## src/rlc_pkg.sv

```systemverilog
// Constants and types shared by the ring oscillator loop control block.
// Assumes one 20 MHz clock domain and a synchronous reset copy.
package rlc_pkg;

   // ------------------------------------------------------------
   // Widths and code limits
   // ------------------------------------------------------------
   localparam int STG_W = 8;
   localparam int DIV_W = 4;
   localparam int FINE_W = 5;
   localparam int CODE_W = 12;
   localparam int FACTOR_W = 7;
   localparam int CNT_W = 10;
   localparam logic [DIV_W-1:0] DIV_MAX = 4'h9;
   localparam logic [CODE_W-1:0] CODE_MAX = 12'h9ff;
   localparam logic [CODE_W-1:0] CODE_MIN = 12'h000;
   localparam logic [CODE_W-1:0] CODE_RESET = 12'h080;
   localparam logic [CODE_W-1:0] COARSE_STEP = 12'h020;
   localparam logic [CODE_W-1:0] FINE_STEP = 12'h001;
   localparam logic [CNT_W-1:0] CNT_MAX = 10'h3ff;

   // ------------------------------------------------------------
   // Ring geometry
   // ------------------------------------------------------------
   localparam logic [5:0] RING_BASE = 6'h11;
   localparam logic [5:0] RING_EXTRA = 6'h02;
   localparam logic [2:0] RING_TOP = 3'h7;

   // ------------------------------------------------------------
   // Timing
   // ------------------------------------------------------------
   localparam int CLK_HZ = 20000000;
   localparam int BASE_HZ = 307200;
   localparam logic [2:0] CORR_PERIODS = 3'h4;
   localparam int COARSE_PCT = 15;

   typedef enum logic [1:0]
   {
      RLC_IDLE = 2'b00,
      RLC_MEASURE = 2'b01,
      RLC_CORRECT = 2'b10
   } rlc_state_type;

   // Codes above nine behave as nine
   function automatic logic [DIV_W-1:0] rlc_eff_div(
      input logic [DIV_W-1:0] code);
      rlc_eff_div = (code > DIV_MAX) ? DIV_MAX : code;
   endfunction

endpackage

```

## src/rlc_osc_if.sv

```systemverilog
// Carrier between loop control and the oscillator models.
// Assumes all members are synchronous to clk.
`timescale 1ns/1ps
`default_nettype none
interface rlc_osc_if;
   import rlc_pkg::*;
   logic run;
   logic [STG_W-1:0] ring_stage_code;
   logic [DIV_W-1:0] power_divider_code;
   logic ring_tick;
   logic internal_clock_tick;
   logic internal_clock;
   modport ctrl (output run, output ring_stage_code,
      output power_divider_code, input internal_clock_tick,
      input internal_clock);
   modport ring (input run, input ring_stage_code, output ring_tick);
   modport div (input run, input power_divider_code, input ring_tick,
      output internal_clock_tick, output internal_clock);
endinterface
`default_nettype wire

```

## src/rlc_divider.sv

```systemverilog
// Binary weighted divider after the ring.
// Assumes ring_tick is a one-cycle pulse per ring period.
`timescale 1ns/1ps
`default_nettype none
module rlc_divider
   import rlc_pkg::*;
(
   input wire logic clk,
   input wire logic rst_n,
   rlc_osc_if.div osc
);
   logic [8:0] cnt;
   logic [8:0] top;
   logic [8:0] half;

   // [RULE2] [RULE3] [RULE4] [RULE5] Ratio is two to the code
   assign top = 9'((10'h001 << rlc_eff_div(osc.power_divider_code)) - 10'h1);
   assign half = 9'(10'((10'h001 << rlc_eff_div(osc.power_divider_code))) >> 1);

   always_ff @(posedge clk or negedge rst_n)
   begin
      if (!rst_n)
      begin
         cnt <= 9'h000;
         osc.internal_clock_tick <= 1'b0;
         osc.internal_clock <= 1'b0;
      end
      else if (!osc.run)
      begin
         cnt <= 9'h000;
         osc.internal_clock_tick <= 1'b0;
         osc.internal_clock <= 1'b0;
      end
      else if (osc.ring_tick)
      begin
         cnt <= (cnt >= top) ? 9'h000 : cnt + 9'h001;
         osc.internal_clock_tick <= (cnt >= top);
         // Undivided case toggles once per ring period
         if (top == 9'h000)
            osc.internal_clock <= ~osc.internal_clock;
         else
            osc.internal_clock <= (cnt >= top) || (cnt + 9'h001 < half);
      end
      else
         osc.internal_clock_tick <= 1'b0;
   end
endmodule
`default_nettype wire

```

## src/rlc_loop_control.sv

```systemverilog
// Loop filter of the internal clock generator ring oscillator.
// Assumes base_tick pulses once per low-frequency base clock period.
//
// Function
// [RULE1] Drive eight stage and four divider bits
// [RULE2] Divider ratio is two to code
// [RULE3] Codes ten to fifteen act as nine
// [RULE4] Code zero passes ring undivided
// [RULE5] Code step doubles or halves period
// [RULE6] Divider moves only by stage carry/borrow
// [RULE7] Ring length is seventeen plus twice top
// [RULE8] Fine code k: k long cycles per 32
// [RULE9] Fine zero keeps nominal length always
// [RULE10] Top all ones: long is 17 halved
// [RULE11] Large error uses bit five steps
// [RULE12] Small error uses bit zero steps
// [RULE13] Regulate to factor times base clock
// [RULE14] Software disables monitor before factor write
// [RULE15] Monitor re-enable waits for stable
// [RULE16] Software follows documented change sequence
// [RULE17] Re-settle after reset, writes, restart
// [RULE18] Correction spans four base periods
// [RULE19] Eight coarse steps double the period
// [RULE20] Combined code saturates, never wraps
`timescale 1ns/1ps
`default_nettype none
module rlc_loop_control
   import rlc_pkg::*;
#(
   parameter int FACTOR_BITS = FACTOR_W
)
(
   input wire logic clk,
   input wire logic arst_n,
   input wire logic base_tick,
   input wire logic [FACTOR_BITS-1:0] multiply_factor,
   input wire logic factor_write,
   input wire logic trim_write,
   input wire logic generator_on,
   input wire logic stop_mode,
   input wire logic external_stable,
   input wire logic monitor_request,
   input wire logic monitor_flag,
   output logic [STG_W-1:0] ring_stage_code,
   output logic [DIV_W-1:0] power_divider_code,
   output logic internal_clock,
   output logic internal_clock_tick,
   output logic internal_clock_stable,
   output logic monitor_enable,
   output logic coarse_mode
);
   // ------------------------------------------------------------
   // Reset release
   // ------------------------------------------------------------
   logic rst_q1;
   logic rst_n;

   always_ff @(posedge clk or negedge arst_n)
   begin
      if (!arst_n)
      begin
         rst_q1 <= 1'b0;
         rst_n <= 1'b0;
      end
      else
      begin
         rst_q1 <= 1'b1;
         rst_n <= rst_q1;
      end
   end

   // ------------------------------------------------------------
   // Oscillator models
   // ------------------------------------------------------------
   rlc_osc_if osc ();

   rlc_ring u_ring (
      .clk(clk),
      .rst_n(rst_n),
      .osc(osc)
   );

   rlc_divider u_div (
      .clk(clk),
      .rst_n(rst_n),
      .osc(osc)
   );

   // ------------------------------------------------------------
   // Run and re-settle detection
   // ------------------------------------------------------------
   logic run;
   logic run_prev;
   logic resettle;

   assign run = generator_on && !stop_mode;

   always_ff @(posedge clk or negedge arst_n)
   begin
      if (!arst_n)
         run_prev <= 1'b0;
      else if (!rst_n)
         run_prev <= 1'b0;
      else
         run_prev <= run;
   end

   // [RULE17] Restart, factor or trim write re-settles
   assign resettle = (run && !run_prev) || factor_write || trim_write;

   // ------------------------------------------------------------
   // Measurement window
   // ------------------------------------------------------------
   rlc_state_type state;
   rlc_state_type next_state;
   logic [2:0] base_cnt;
   logic [CNT_W-1:0] tick_cnt;
   logic [CNT_W-1:0] target;
   logic [CNT_W-1:0] err_mag;
   logic too_fast;
   logic large_err;
   logic synced;

   // [RULE13] [RULE18] Expect four times factor ticks
   assign target = CNT_W'({multiply_factor, 2'b00});
   assign too_fast = tick_cnt > target;
   assign err_mag = too_fast ? tick_cnt - target : target - tick_cnt;
   // Error above fifteen percent, scaled to avoid division
   // Wide enough for a saturated count times one hundred
   assign large_err = (18'(err_mag) * 18'd100)
      > (18'(target) * 18'(COARSE_PCT));

   always_comb
   begin
      next_state = state;
      case (state)
         RLC_IDLE:
            if (run)
               next_state = RLC_MEASURE;
         RLC_MEASURE:
            if (!run)
               next_state = RLC_IDLE;
            // [RULE18] Window closes on fourth base period
            else if (base_tick && base_cnt == CORR_PERIODS - 3'h1)
               next_state = RLC_CORRECT;
         RLC_CORRECT:
            next_state = run ? RLC_MEASURE : RLC_IDLE;
         default:
            next_state = RLC_IDLE;
      endcase
   end

   always_ff @(posedge clk or negedge arst_n)
   begin
      if (!arst_n)
         state <= RLC_IDLE;
      else if (!rst_n)
         state <= RLC_IDLE;
      else if (resettle && run)
         state <= RLC_MEASURE;
      else
         state <= next_state;
   end

   // [RULE18] First window waits for a base tick
   // A window opened mid-period would be short and misjudge
   always_ff @(posedge clk or negedge arst_n)
   begin
      if (!arst_n)
         synced <= 1'b0;
      else if (!rst_n || !run || resettle)
         synced <= 1'b0;
      else if (base_tick && state == RLC_MEASURE)
         synced <= 1'b1;
   end

   always_ff @(posedge clk or negedge arst_n)
   begin
      if (!arst_n)
      begin
         base_cnt <= 3'h0;
         tick_cnt <= 10'h000;
      end
      else if (!rst_n || state != RLC_MEASURE || resettle || !synced)
      begin
         base_cnt <= 3'h0;
         tick_cnt <= 10'h000;
      end
      else
      begin
         if (base_tick)
            base_cnt <= base_cnt + 3'h1;
         // Saturate so a runaway clock still reads as too fast
         if (osc.internal_clock_tick && tick_cnt != CNT_MAX)
            tick_cnt <= tick_cnt + 10'h001;
      end
   end

   // ------------------------------------------------------------
   // Combined divider and stage code
   // ------------------------------------------------------------
   logic [CODE_W-1:0] code;
   logic [CODE_W-1:0] step;
   logic [CODE_W:0] code_up;
   logic [CODE_W-1:0] next_code;

   always_comb
   begin
      // [RULE11] [RULE19] Coarse bit five, eight per octave
      // [RULE12] Least stage bit once error is small
      step = large_err ? COARSE_STEP : FINE_STEP;
      code_up = {1'b0, code} + {1'b0, step};
      next_code = code;
      if (tick_cnt != target)
      begin
         if (too_fast)
         begin
            // [RULE20] Ceiling at top divider with full stages
            if (code_up > {1'b0, CODE_MAX})
               next_code = CODE_MAX;
            else
               next_code = code_up[CODE_W-1:0];
         end
         else
         begin
            // [RULE20] Floor at all zeros
            if (code < step)
               next_code = CODE_MIN;
            else
               next_code = code - step;
         end
      end
   end

   // [RULE6] Divider moves only through stage carry or borrow
   always_ff @(posedge clk or negedge arst_n)
   begin
      if (!arst_n)
         code <= CODE_RESET;
      else if (!rst_n)
         code <= CODE_RESET;
      else if (state == RLC_CORRECT)
         code <= next_code;
   end

   // ------------------------------------------------------------
   // Stable indication
   // ------------------------------------------------------------
   always_ff @(posedge clk or negedge arst_n)
   begin
      if (!arst_n)
      begin
         internal_clock_stable <= 1'b0;
         coarse_mode <= 1'b1;
      end
      else if (!rst_n || !run || resettle)
      begin
         internal_clock_stable <= 1'b0;
         coarse_mode <= 1'b1;
      end
      else if (state == RLC_CORRECT)
      begin
         internal_clock_stable <= !large_err;
         coarse_mode <= large_err;
      end
   end

   // ------------------------------------------------------------
   // Clock monitor enable
   // ------------------------------------------------------------
   // Held while requested and running; a fresh enable needs both clocks stable
   always_ff @(posedge clk or negedge arst_n)
   begin
      if (!arst_n)
         monitor_enable <= 1'b0;
      else if (!rst_n || !monitor_request || !run)
         monitor_enable <= 1'b0;
      // [RULE15] Refuse enable until stable again
      else if (!monitor_enable && !monitor_flag)
         monitor_enable <= internal_clock_stable && external_stable;
   end

   // ------------------------------------------------------------
   // Outputs
   // ------------------------------------------------------------
   // [RULE1] Stage and divider fields to the oscillator
   assign osc.run = run && rst_n;
   assign osc.ring_stage_code = code[STG_W-1:0];
   assign osc.power_divider_code = code[CODE_W-1:STG_W];

   always_ff @(posedge clk or negedge arst_n)
   begin
      if (!arst_n)
      begin
         ring_stage_code <= CODE_RESET[STG_W-1:0];
         power_divider_code <= CODE_RESET[CODE_W-1:STG_W];
         internal_clock <= 1'b0;
         internal_clock_tick <= 1'b0;
      end
      else
      begin
         ring_stage_code <= code[STG_W-1:0];
         power_divider_code <= rlc_eff_div(code[CODE_W-1:STG_W]);
         internal_clock <= osc.internal_clock;
         internal_clock_tick <= osc.internal_clock_tick;
      end
   end
endmodule
`default_nettype wire

```

## src/rlc_ring.sv

```systemverilog
// Digital model of the variable-delay ring with fine-adjust dither.
// Assumes one stage delay equals one clk cycle.
`timescale 1ns/1ps
`default_nettype none
module rlc_ring
   import rlc_pkg::*;
(
   input wire logic clk,
   input wire logic rst_n,
   rlc_osc_if.ring osc
);
   logic [5:0] cnt;
   logic [5:0] len;
   logic [FINE_W-1:0] acc;
   logic [FINE_W:0] acc_sum;
   logic long_now;
   logic half;
   logic [2:0] top;

   assign top = osc.ring_stage_code[7:5];
   assign acc_sum = {1'b0, acc} + {1'b0, osc.ring_stage_code[4:0]};

   // ------------------------------------------------------------
   // Period length
   // ------------------------------------------------------------
   always_comb
   begin
      // [RULE7] Nominal ring length
      len = RING_BASE + {2'b00, top, 1'b0};
      // [RULE10] Top code stretches via half-rate
      if (long_now && top == RING_TOP)
         len = RING_BASE;
      else if (long_now)
         len = len + RING_EXTRA;
   end

   always_ff @(posedge clk or negedge rst_n)
   begin
      if (!rst_n)
      begin
         cnt <= 6'h00;
         acc <= 5'h00;
         long_now <= 1'b0;
         half <= 1'b0;
         osc.ring_tick <= 1'b0;
      end
      else if (!osc.run)
      begin
         cnt <= 6'h00;
         half <= 1'b0;
         osc.ring_tick <= 1'b0;
      end
      else if (cnt == len - 6'h01)
      begin
         cnt <= 6'h00;
         // [RULE10] Divide by two on the long 17-stage state
         if (long_now && top == RING_TOP && !half)
         begin
            half <= 1'b1;
            osc.ring_tick <= 1'b0;
         end
         else
         begin
            half <= 1'b0;
            osc.ring_tick <= 1'b1;
            // [RULE8] [RULE9] Carry marks k of 32 long cycles
            acc <= acc_sum[FINE_W-1:0];
            long_now <= acc_sum[FINE_W];
         end
      end
      else
      begin
         cnt <= cnt + 6'h01;
         osc.ring_tick <= 1'b0;
      end
   end
endmodule
`default_nettype wire
```

## config.mk

```make
export PLATFORM = sky130hd
export DESIGN_NAME = rlc_loop_control
export DESIGN_NICKNAME = d
export VERILOG_FILES = /design/src/rlc_pkg.sv /design/src/rlc_osc_if.sv /design/src/rlc_divider.sv /design/src/rlc_loop_control.sv /design/src/rlc_ring.sv
export SDC_FILE = /design/constraint.sdc
export NUM_CORES = 1
export LEC_CHECK = 0
export ABC_AREA = 1
export BUFFER_PORTS_ARGS = -buffer_cell sky130_fd_sc_hd__buf_2
export CAP_MARGIN = 5
export CORE_UTILIZATION = 60
export DETAILED_ROUTE_END_ITERATION = 6
export GPL_TIMING_DRIVEN = 0
export PLACE_DENSITY = 0.88
export SETUP_SLACK_MARGIN = 0.4
export SLEW_MARGIN = 5
export SYNTH_ARGS = -nofsm -noshare
export SYNTH_HDL_FRONTEND = slang
export SYNTH_HIERARCHICAL = 1
export SYNTH_SLANG_ARGS = --single-unit
```

## constraint.sdc

```tcl
create_clock -name clk -period 1.18 [get_ports clk]
set_input_delay 0.059 -clock clk [delete_from_list [all_inputs] [get_ports clk]]
set_output_delay 0.059 -clock clk [all_outputs]
set_load 0.02 [all_outputs]
```

==> results of run 1 <==
==> through the flow <==
| stage | setup TNS (ns) | hold slack, ns |
|---|---|---|
| floorplan | -88.06 | -0.2366 |
| global placement | -109.70 | 0.2682 |
| detailed placement | -114.04 | 0.2749 |
| CTS | -103.12 | -0.2464 |
==> logic make-up after synthesis <==
group / share of synthesized area
fa+ha+maj: 0.2400
simple gates: 0.2511
flops: 0.2530
compound gates: 0.09995
xor+xnor: 0.06623
other cells: 0.0005183
buf+inv: 0.08923
==> metal layers <==
layer / GRT usage / overflow
met2: 0.9313 / 8
met1: 0.7959 / 1
met5: 0.4431 / 0
met4: 0.8018 / 9
met3: 0.6946 / 0
==> repair_timing <==
item / 4_1_cts
buffers inserted: 97
gates resized for setup: 199
pin swaps: 74
gates cloned: 1
hold endpoints to repair: 46
hold buffers: 1
endpoints found under the setup margin: 79
==> results.sh, run 1 <==
export IMPL_status="aborted with a tool error"
export IMPL_stop_stage="global routing (5_1_grt)"
export IMPL_toolErrorMsg="[ERROR GRT-0232] Routing congestion too high. Check the congestion heatmap in the GUI."
export IMPL_root_buffer="clkbuf_16"
export IMPL_start_util=0.6257
export IMPL_netlist_area_um2=7236
export IMPL_synthMostInstantiatedCell="nand2_1"
export IMPL_yosys_area_top_type_share=0.2421
export IMPL_ys_top_cells_by_area="dfrtp_1 24%, ha_1 19%, nand2_1 9.3%, inv_1 7.7%, fa_1 5.0%"
export IMPL_synth_avg_cell_area_um2=7.739
export IMPL_placementRows=39
export IMPL_dieWidth_um=111.8
export IMPL_grt_overflow_total=18
export IMPL_gp_congestion=0.9431
export IMPL_grt_max_degree=49
export IMPL_grt_worst_endpoint="code[0]$_DFFE_PN0P_/D"
export IMPL_portBuffers=33
export IMPL_yosys_top_cells_count="180 x nand2_1, 149 x inv_1, 110 x ha_1"
export IMPL_worstEndpointType="register data pin"
export IMPL_clock_path_buffers=2
export IMPL_die_y_um=111.8
export IMPL_dp_cells=1111
export IMPL_synth_edf_count=0
export IMPL_synth_seq_cells=73
export IMPL_pre_cts_slack_ns=-5.904
export IMPL_synth_main_ff_cell="dfrtp_1"
export IMPL_dp_hpwl_um=12620
export IMPL_synth_cell_types=52
export IMPL_synthArstFlopShare=1.000
export IMPL_grt_usage=0.8027
export IMPL_synth_area_leader_cell="dfrtp_1"
export IMPL_cts_sinks=73
export IMPL_numCtsBuffers=9
export IMPL_synth_yosys_seq_area_share=0.2530
export IMPL_io_pins=34
export IMPL_cts_max_level=3
export IMPL_synth_cells=935
export IMPL_syn_nets=1080
export IMPL_placed_cell_area_um2=7843
export IMPL_ys_warnings_count=6
==> run 2: changes to the inputs <==
- CORE_UTILIZATION: 60 -> 40
- PLACE_DENSITY: 0.88 -> default
- PLACE_DENSITY_LB_ADDON: default -> 0.15
- SETUP_SLACK_MARGIN: 0.4 -> default
==> run 2 against run 1 <==
Compared with the run above: the flow now finishes, with violations (negative hold slack, negative setup slack); synthesized cell count stayed put; area after synthesis stayed put.
==> results.sh, run 2 <==
export IMPL_grt_setup_unrepaired="yes"
export IMPL_synthXorXnorAreaFrac=0.06623
export IMPL_largest_register="code"
export IMPL_yosys_top_cells_count="180 x nand2_1, 149 x inv_1, 110 x ha_1"
export IMPL_synth_compound_area_share=0.09995
export IMPL_synth_edf_count=0
export IMPL_dieWidth_um=136.5
export IMPL_min_period_ns=6.656
export IMPL_ant_nets=0
export IMPL_multi_input_area_um2=5842
export IMPL_yosys_area_share_simple=0.2511
export IMPL_portBuffers=33
export IMPL_vias=6724
export IMPL_synth_top_family_by_area="simple AND/OR/NAND/NOR gates"
export IMPL_period_share=5.641
export IMPL_reg2reg_slack_ns=-5.48
export IMPL_max_freq_mhz=150.2
export IMPL_synth_cell_types=52
export IMPL_cts_sinks=73
export IMPL_grt_max_degree=49
export IMPL_synth_avg_cell_area_um2=7.739
export IMPL_routed_wl_um=19700
export IMPL_grt_usage=0.2153
export IMPL_hold_class="in2async"
export IMPL_wl_per_cell_um=14.73
export IMPL_numCtsBuffers=9
export IMPL_setup_tns_ns=-108.56
export IMPL_hold_viol=45
export IMPL_critical_path_arrival_ns=6.87
export IMPL_final_common_cell="nand2_1"
export IMPL_grt_pass1_wl_um=31360
export IMPL_synth_area_leader_cell="dfrtp_1"
export IMPL_ys_warnings_count=6
export IMPL_p_leak_nw=5.065
export IMPL_critPathRequiredTime_ns=1.40
export IMPL_placementRows=48
export IMPL_die_area_um2=18630
export IMPL_most_common_layout_cells="153 x nand2_1, 125 x inv_1, 90 x buf_4"
export IMPL_synthMostInstantiatedCell="nand2_1"
export IMPL_slew_viol_final=0
export IMPL_ys_top_cells_by_area="dfrtp_1 24%, ha_1 19%, nand2_1 9.3%, inv_1 7.7%, fa_1 5.0%"
export IMPL_clock_path_buffers=2
export IMPL_yosys_area_top_type_share=0.2421
export IMPL_crit_type="reg2reg"
export IMPL_netlist_area_um2=7236
export IMPL_syn_nets=1080
export IMPL_startpoint_type="flip-flop"
export IMPL_power_density_nw_per_um2=1126
export IMPL_clk_pin_slew_ns=0.05
export IMPL_antenna_found_initial=0
export IMPL_whs_ns=-0.03197
export IMPL_cts_max_level=3
export IMPL_synth_yosys_seq_area_share=0.2530
export IMPL_viasPerCell=5.029
export IMPL_syn_to_final_growth_pct=41.85
export IMPL_tightestPinTransition_ns=1.151
export IMPL_start_util=0.4140
export IMPL_cts_tree="built"
export IMPL_worst_path_max_delay_cell="fa_1"
export IMPL_muxShareOfSynthArea=0
export IMPL_synth_main_ff_cell="dfrtp_1"
export IMPL_setup_violations=53
export IMPL_drc_errors=0
export IMPL_clk_insertion_delay_late_ns=0.33
export IMPL_dr_pass1_iters=5
export IMPL_drive_above_1_share=0.3642
export IMPL_drtIter0Drc=329
export IMPL_reg2reg_to="internal_clock_stable"
export IMPL_rr_startpoint="tick_cnt[2]"
export IMPL_pre_cts_slack_ns=-6.020
export IMPL_critPathMaxFanout=5
export IMPL_worst_clock_skew_ns=0.006220
export IMPL_largest_reg_flops=12
export IMPL_slew_headroom=0.2330
export IMPL_io_pins=34
export IMPL_synth_fa_ha_area_frac=0.2400
export IMPL_seq_area_um2=1846
export IMPL_core_area_um2=17480
export IMPL_cpMostUsedCell="buf_6"
export IMPL_total_power_mw=11.56
export IMPL_nNetsFinal=1253
export IMPL_dp_hpwl_um=13210
export IMPL_irDropWorstVdd_mv=0.6788
export IMPL_fillers=1509
export IMPL_grt_overflow_total=0
export IMPL_diodes=0
export IMPL_synthArstFlopShare=1.000
export IMPL_violations="negative hold slack, negative setup slack"
export IMPL_synth_seq_cells=73
export IMPL_cap_violations=0
export IMPL_die_y_um=136.5
export IMPL_first_global_vias=6464
export IMPL_crit_path_max_incr_delay_ns=0.54
export IMPL_status="complete, but fails checks"
export IMPL_top_regs="code x12, tick_cnt x10, u_div/cnt x9"
export IMPL_setup_slack_ns=-5.476
export IMPL_root_buffer="clkbuf_16"
export IMPL_synth_cells=935
export IMPL_cp_end_kind="flip-flop"
export IMPL_r2r_cells=47
export IMPL_gp_congestion=0.8413
-- run 2: cell counts after synthesis --
Identical to the previous run, type by type.
-- run 2: per-stage QoR --
stage,std cells,utilization,hold WS (ns),instance area (um2)
6_report,1337,0.5873,-0.03197,10260
2_1_floorplan,935,-,-0.2366,7491
4_1_cts,1317,0.5485,-0.01106,9585
5_1_grt,1337,0.5873,0.05545,10260
3_5_place_dp,1193,0.4542,0.2784,7938
3_3_place_gp,1193,0.4542,0.2756,7938
-- run 2: repair_timing --
item                                    4_1_cts  5_1_grt
endpoints found under the hold margin        21        0
gates resized for setup                     142      104
hold buffers                                  1        0
setup buffers                               110       22
pin swaps                                    63       73
endpoints found under the setup margin       57       56
-- run 2: area by class of cell --
class,instances,share of cell area
timing repair buffer,162,0.1279
clock inverter,1,0.0004876
tap,225,0.02743
multi-input combinational,693,0.5692
buffer,10,0.008046
inverter,159,0.06144
clock buffer,14,0.02572
sequential,73,0.1798
-- run 2: worst max path at each step --
stage,from,to,slack [ns],cells past startpoint
2_1_floorplan,tick_cnt[2],code[0],-4.93,45
3_3_place_gp,tick_cnt[2],code[4],-5.96,42
3_5_place_dp,tick_cnt[2],code[2],-6.02,42
4_1_cts,tick_cnt[2],code[0],-5.38,45
5_1_grt,tick_cnt[4],code[0],-5.81,42
6_report,tick_cnt[2],internal_clock_stable,-5.48,47
-- run 2: critical path: cells and delay by family, from the launching register on --
family                     cells  cell delay [ns]
AOI/OAI and AO/OA              3             0.34
DFF                            1             0.36
xor gates and xnor gates       2             0.34
and+or+nand+nor               14             1.34
adders and majority gates      6             1.98
buffers and inverters         22             2.15
-- run 2: cell families after synthesis --
| group | after synthesis |
|---|---|
| other | 1 |
| AO/OA/AOI/OAI | 128 |
| buffers and inverters | 169 |
| AND/OR/NAND/NOR | 383 |
| flip-flops | 73 |
| adder cells (fa/ha/maj) | 128 |
| XOR/XNOR | 53 |
-- run 2: metal layers --
layer	vias to the layer above	part of all wire	GRT usage
met2	91	0.48	0.3536
met4	0	0.011	0.05556
met1	3192	0.49	0.2972
met5	-	0	0
li1	3424	-	-
met3	17	0.022	0.02815
-- run 2: power by group --
part | internal (mW) | switching, mW
sequential | 2.51 | 0.00817
combinational | 3.28 | 3.25
clock | 1.52 | 0.976
total | 7.32 | 4.24
Power figures use the tool's default switching activity.
==> run 3: changes to the inputs <==
- RECOVER_POWER: default -> 25
==> run 3 against run 2 <==
Compared with the run above: global-route usage unchanged; maximum frequency about the same; combinational power is essentially flat; critical path depth is the same; clock power hardly changed; wire length about the same; die area stayed put; sequential share of layout area hardly changed; setup slack gained 0.0066 ns; critical endpoint unchanged; flip-flop and latch count stayed put; power is essentially flat; the run still ends with negative hold slack, negative setup slack left; non-clock buffer count unchanged; critical path type unchanged.
==> results.sh, run 3 (same netlist as run 2, synthesis figures left out) <==
export IMPL_numCtsBuffers=9
export IMPL_first_global_vias=6464
export IMPL_fin_area_um2=10250
export IMPL_cts_sinks=73
export IMPL_min_period_ns=6.650
export IMPL_hold_viol=2
export IMPL_clk_pin_slew_ns=0.05
export IMPL_finish_utilization=0.5867
export IMPL_placed_cell_area_um2=7938
export IMPL_hold_class="in2async"
export IMPL_setup_violations=53
export IMPL_grt_overflow_total=0
export IMPL_placementRows=48
export IMPL_vias=6725
export IMPL_p_leak_nw=5.059
export IMPL_die_area_um2=18630
export IMPL_status="complete, but fails checks"
export IMPL_cpMostUsedCell="buf_6"
export IMPL_finalNonFillerCells=1337
export IMPL_reg2reg_to="internal_clock_stable"
export IMPL_viasPerCell=5.030
export IMPL_grt_setup_unrepaired="yes"
export IMPL_drtIter0Drc=315
export IMPL_cts_tree="built"
export IMPL_use_met2=0.3536
export IMPL_crit_path_max_incr_delay_ns=0.54
export IMPL_die_y_um=136.5
export IMPL_routed_wl_um=19690
export IMPL_critPathRequiredTime_ns=1.40
export IMPL_whs_ns=-0.007050
export IMPL_worst_path_max_delay_cell="fa_1"
export IMPL_r2r_cells=47
export IMPL_period_share=5.635
export IMPL_top_regs="code x12, tick_cnt x10, u_div/cnt x9"
export IMPL_setup_slack_ns=-5.470
export IMPL_critPathBufInv=22
export IMPL_gr_usage_met3=0.02815
export IMPL_rr_startpoint="tick_cnt[2]"
export IMPL_ant_nets=0
export IMPL_root_buffer="clkbuf_16"
export IMPL_nNetsFinal=1253
export IMPL_most_common_layout_cells="153 x nand2_1, 125 x inv_1, 89 x buf_4"
export IMPL_drive_above_1_share=0.3633
export IMPL_cap_violations=0
export IMPL_dp_hpwl_um=13210
export IMPL_top_usage_layer="met2"
export IMPL_dieWidth_um=136.5
export IMPL_io_pins=34
export IMPL_dp_cells=1193
export IMPL_antenna_found_initial=0
export IMPL_clk_insertion_delay_late_ns=0.33
export IMPL_cp_end_kind="flip-flop"
export IMPL_irDropWorstVdd_mv=0.6818
export IMPL_largest_reg_flops=12
export IMPL_crit_start="tick_cnt[2]"
export IMPL_clock_path_buffers=2
export IMPL_grt_max_degree=49
export IMPL_grt_usage=0.2153
export IMPL_syn_to_final_growth_pct=41.71
export IMPL_drc_errors=0
export IMPL_critical_path_arrival_ns=6.87
export IMPL_reg2reg_slack_ns=-5.47
export IMPL_critical_path_top_delay_family="buffers and inverters"
export IMPL_portBuffers=33
export IMPL_diodes=0
export IMPL_critPathMaxFanout=5
export IMPL_dr_pass1_iters=5
export IMPL_wl_per_cell_um=14.73
export IMPL_power_density_nw_per_um2=1127
export IMPL_crit_type="reg2reg"
export IMPL_slew_viol_final=0
export IMPL_startpoint_type="flip-flop"
export IMPL_cts_max_level=3
export IMPL_tightestPinTransition_ns=1.298
export IMPL_start_util=0.4140
export IMPL_violations="negative hold slack, negative setup slack"
export IMPL_final_common_cell="nand2_1"
export IMPL_use_met1=0.2972
export IMPL_core_area_um2=17480
export IMPL_largest_register="code"
export IMPL_grt_pass1_wl_um=31360
export IMPL_worst_clock_skew_ns=0.005929
export IMPL_gp_congestion=0.8413
export IMPL_max_freq_mhz=150.4
export IMPL_slew_headroom=0.1343
[run 3: changes by cell type in the layout (fill, tap and decap cells not counted)]
cell / previous run / this run
buf_6: 38 / 37
buf_2: 36 / 35
buf_4: 90 / 89
clkbuf_1: 4 / 5
clkbuf_2: 0 / 2
[run 3: per-layer routing]
| metal | share of wire | vias up |
|---|---|---|
| met2 | 0.48 | 95 |
| met3 | 0.025 | 15 |
| li1 | - | 3422 |
| met5 | 0 | - |
| met1 | 0.48 | 3193 |
| met4 | 0.011 | 0 |
[run 3: stage by stage]
step / setup WS, ns / power [mW] / setup TNS (ns)
2_1_floorplan: -4.934 / 5.576 / -88.27
3_3_place_gp: -5.964 / 6.409 / -117.11
3_5_place_dp: -6.020 / 6.444 / -118.07
4_1_cts: -5.376 / 10.73 / -105.83
5_1_grt: -5.809 / 12.42 / -119.71
6_report: -5.470 / 11.56 / -109.46
[run 3: worst max-delay path by stage]
stage | end | depth (start not counted) | slack [ns]
final | internal_clock_stable | 47 | -5.47
after global routing | code[0] | 42 | -5.81
after CTS | code[0] | 45 | -5.38
after detailed placement | code[2] | 42 | -6.02
after global placement | code[4] | 42 | -5.96
after floorplan | code[0] | 45 | -4.93
[run 3: final cells by class]
type                    count  area (um2)
flip-flops and latches     73        1846
multi-input cells         693        5842
fillers                  1510        7223
clock inverters             1       5.005
plain buffers              10       82.58
repair buffers            162        1303
inverters                 159       630.6
well taps                 225       281.5
clock buffers              14       264.0
[run 3: where the power goes]
part	total, mW	internal, mW	switching (mW)
clock network	2.50	1.53	0.979
logic	6.53	3.28	3.25
registers	2.52	2.51	0.00817
[run 3: timing repair]
| item | 4_1_cts | 5_1_grt |
|---|---|---|
| hold buffers | 1 | 0 |
| setup endpoints to repair | 57 | 56 |
| cloned | 0 | 0 |
| hold endpoints to repair | 21 | 0 |
| gates resized for setup | 142 | 104 |
| buffers inserted | 110 | 22 |
| pin swaps | 63 | 73 |
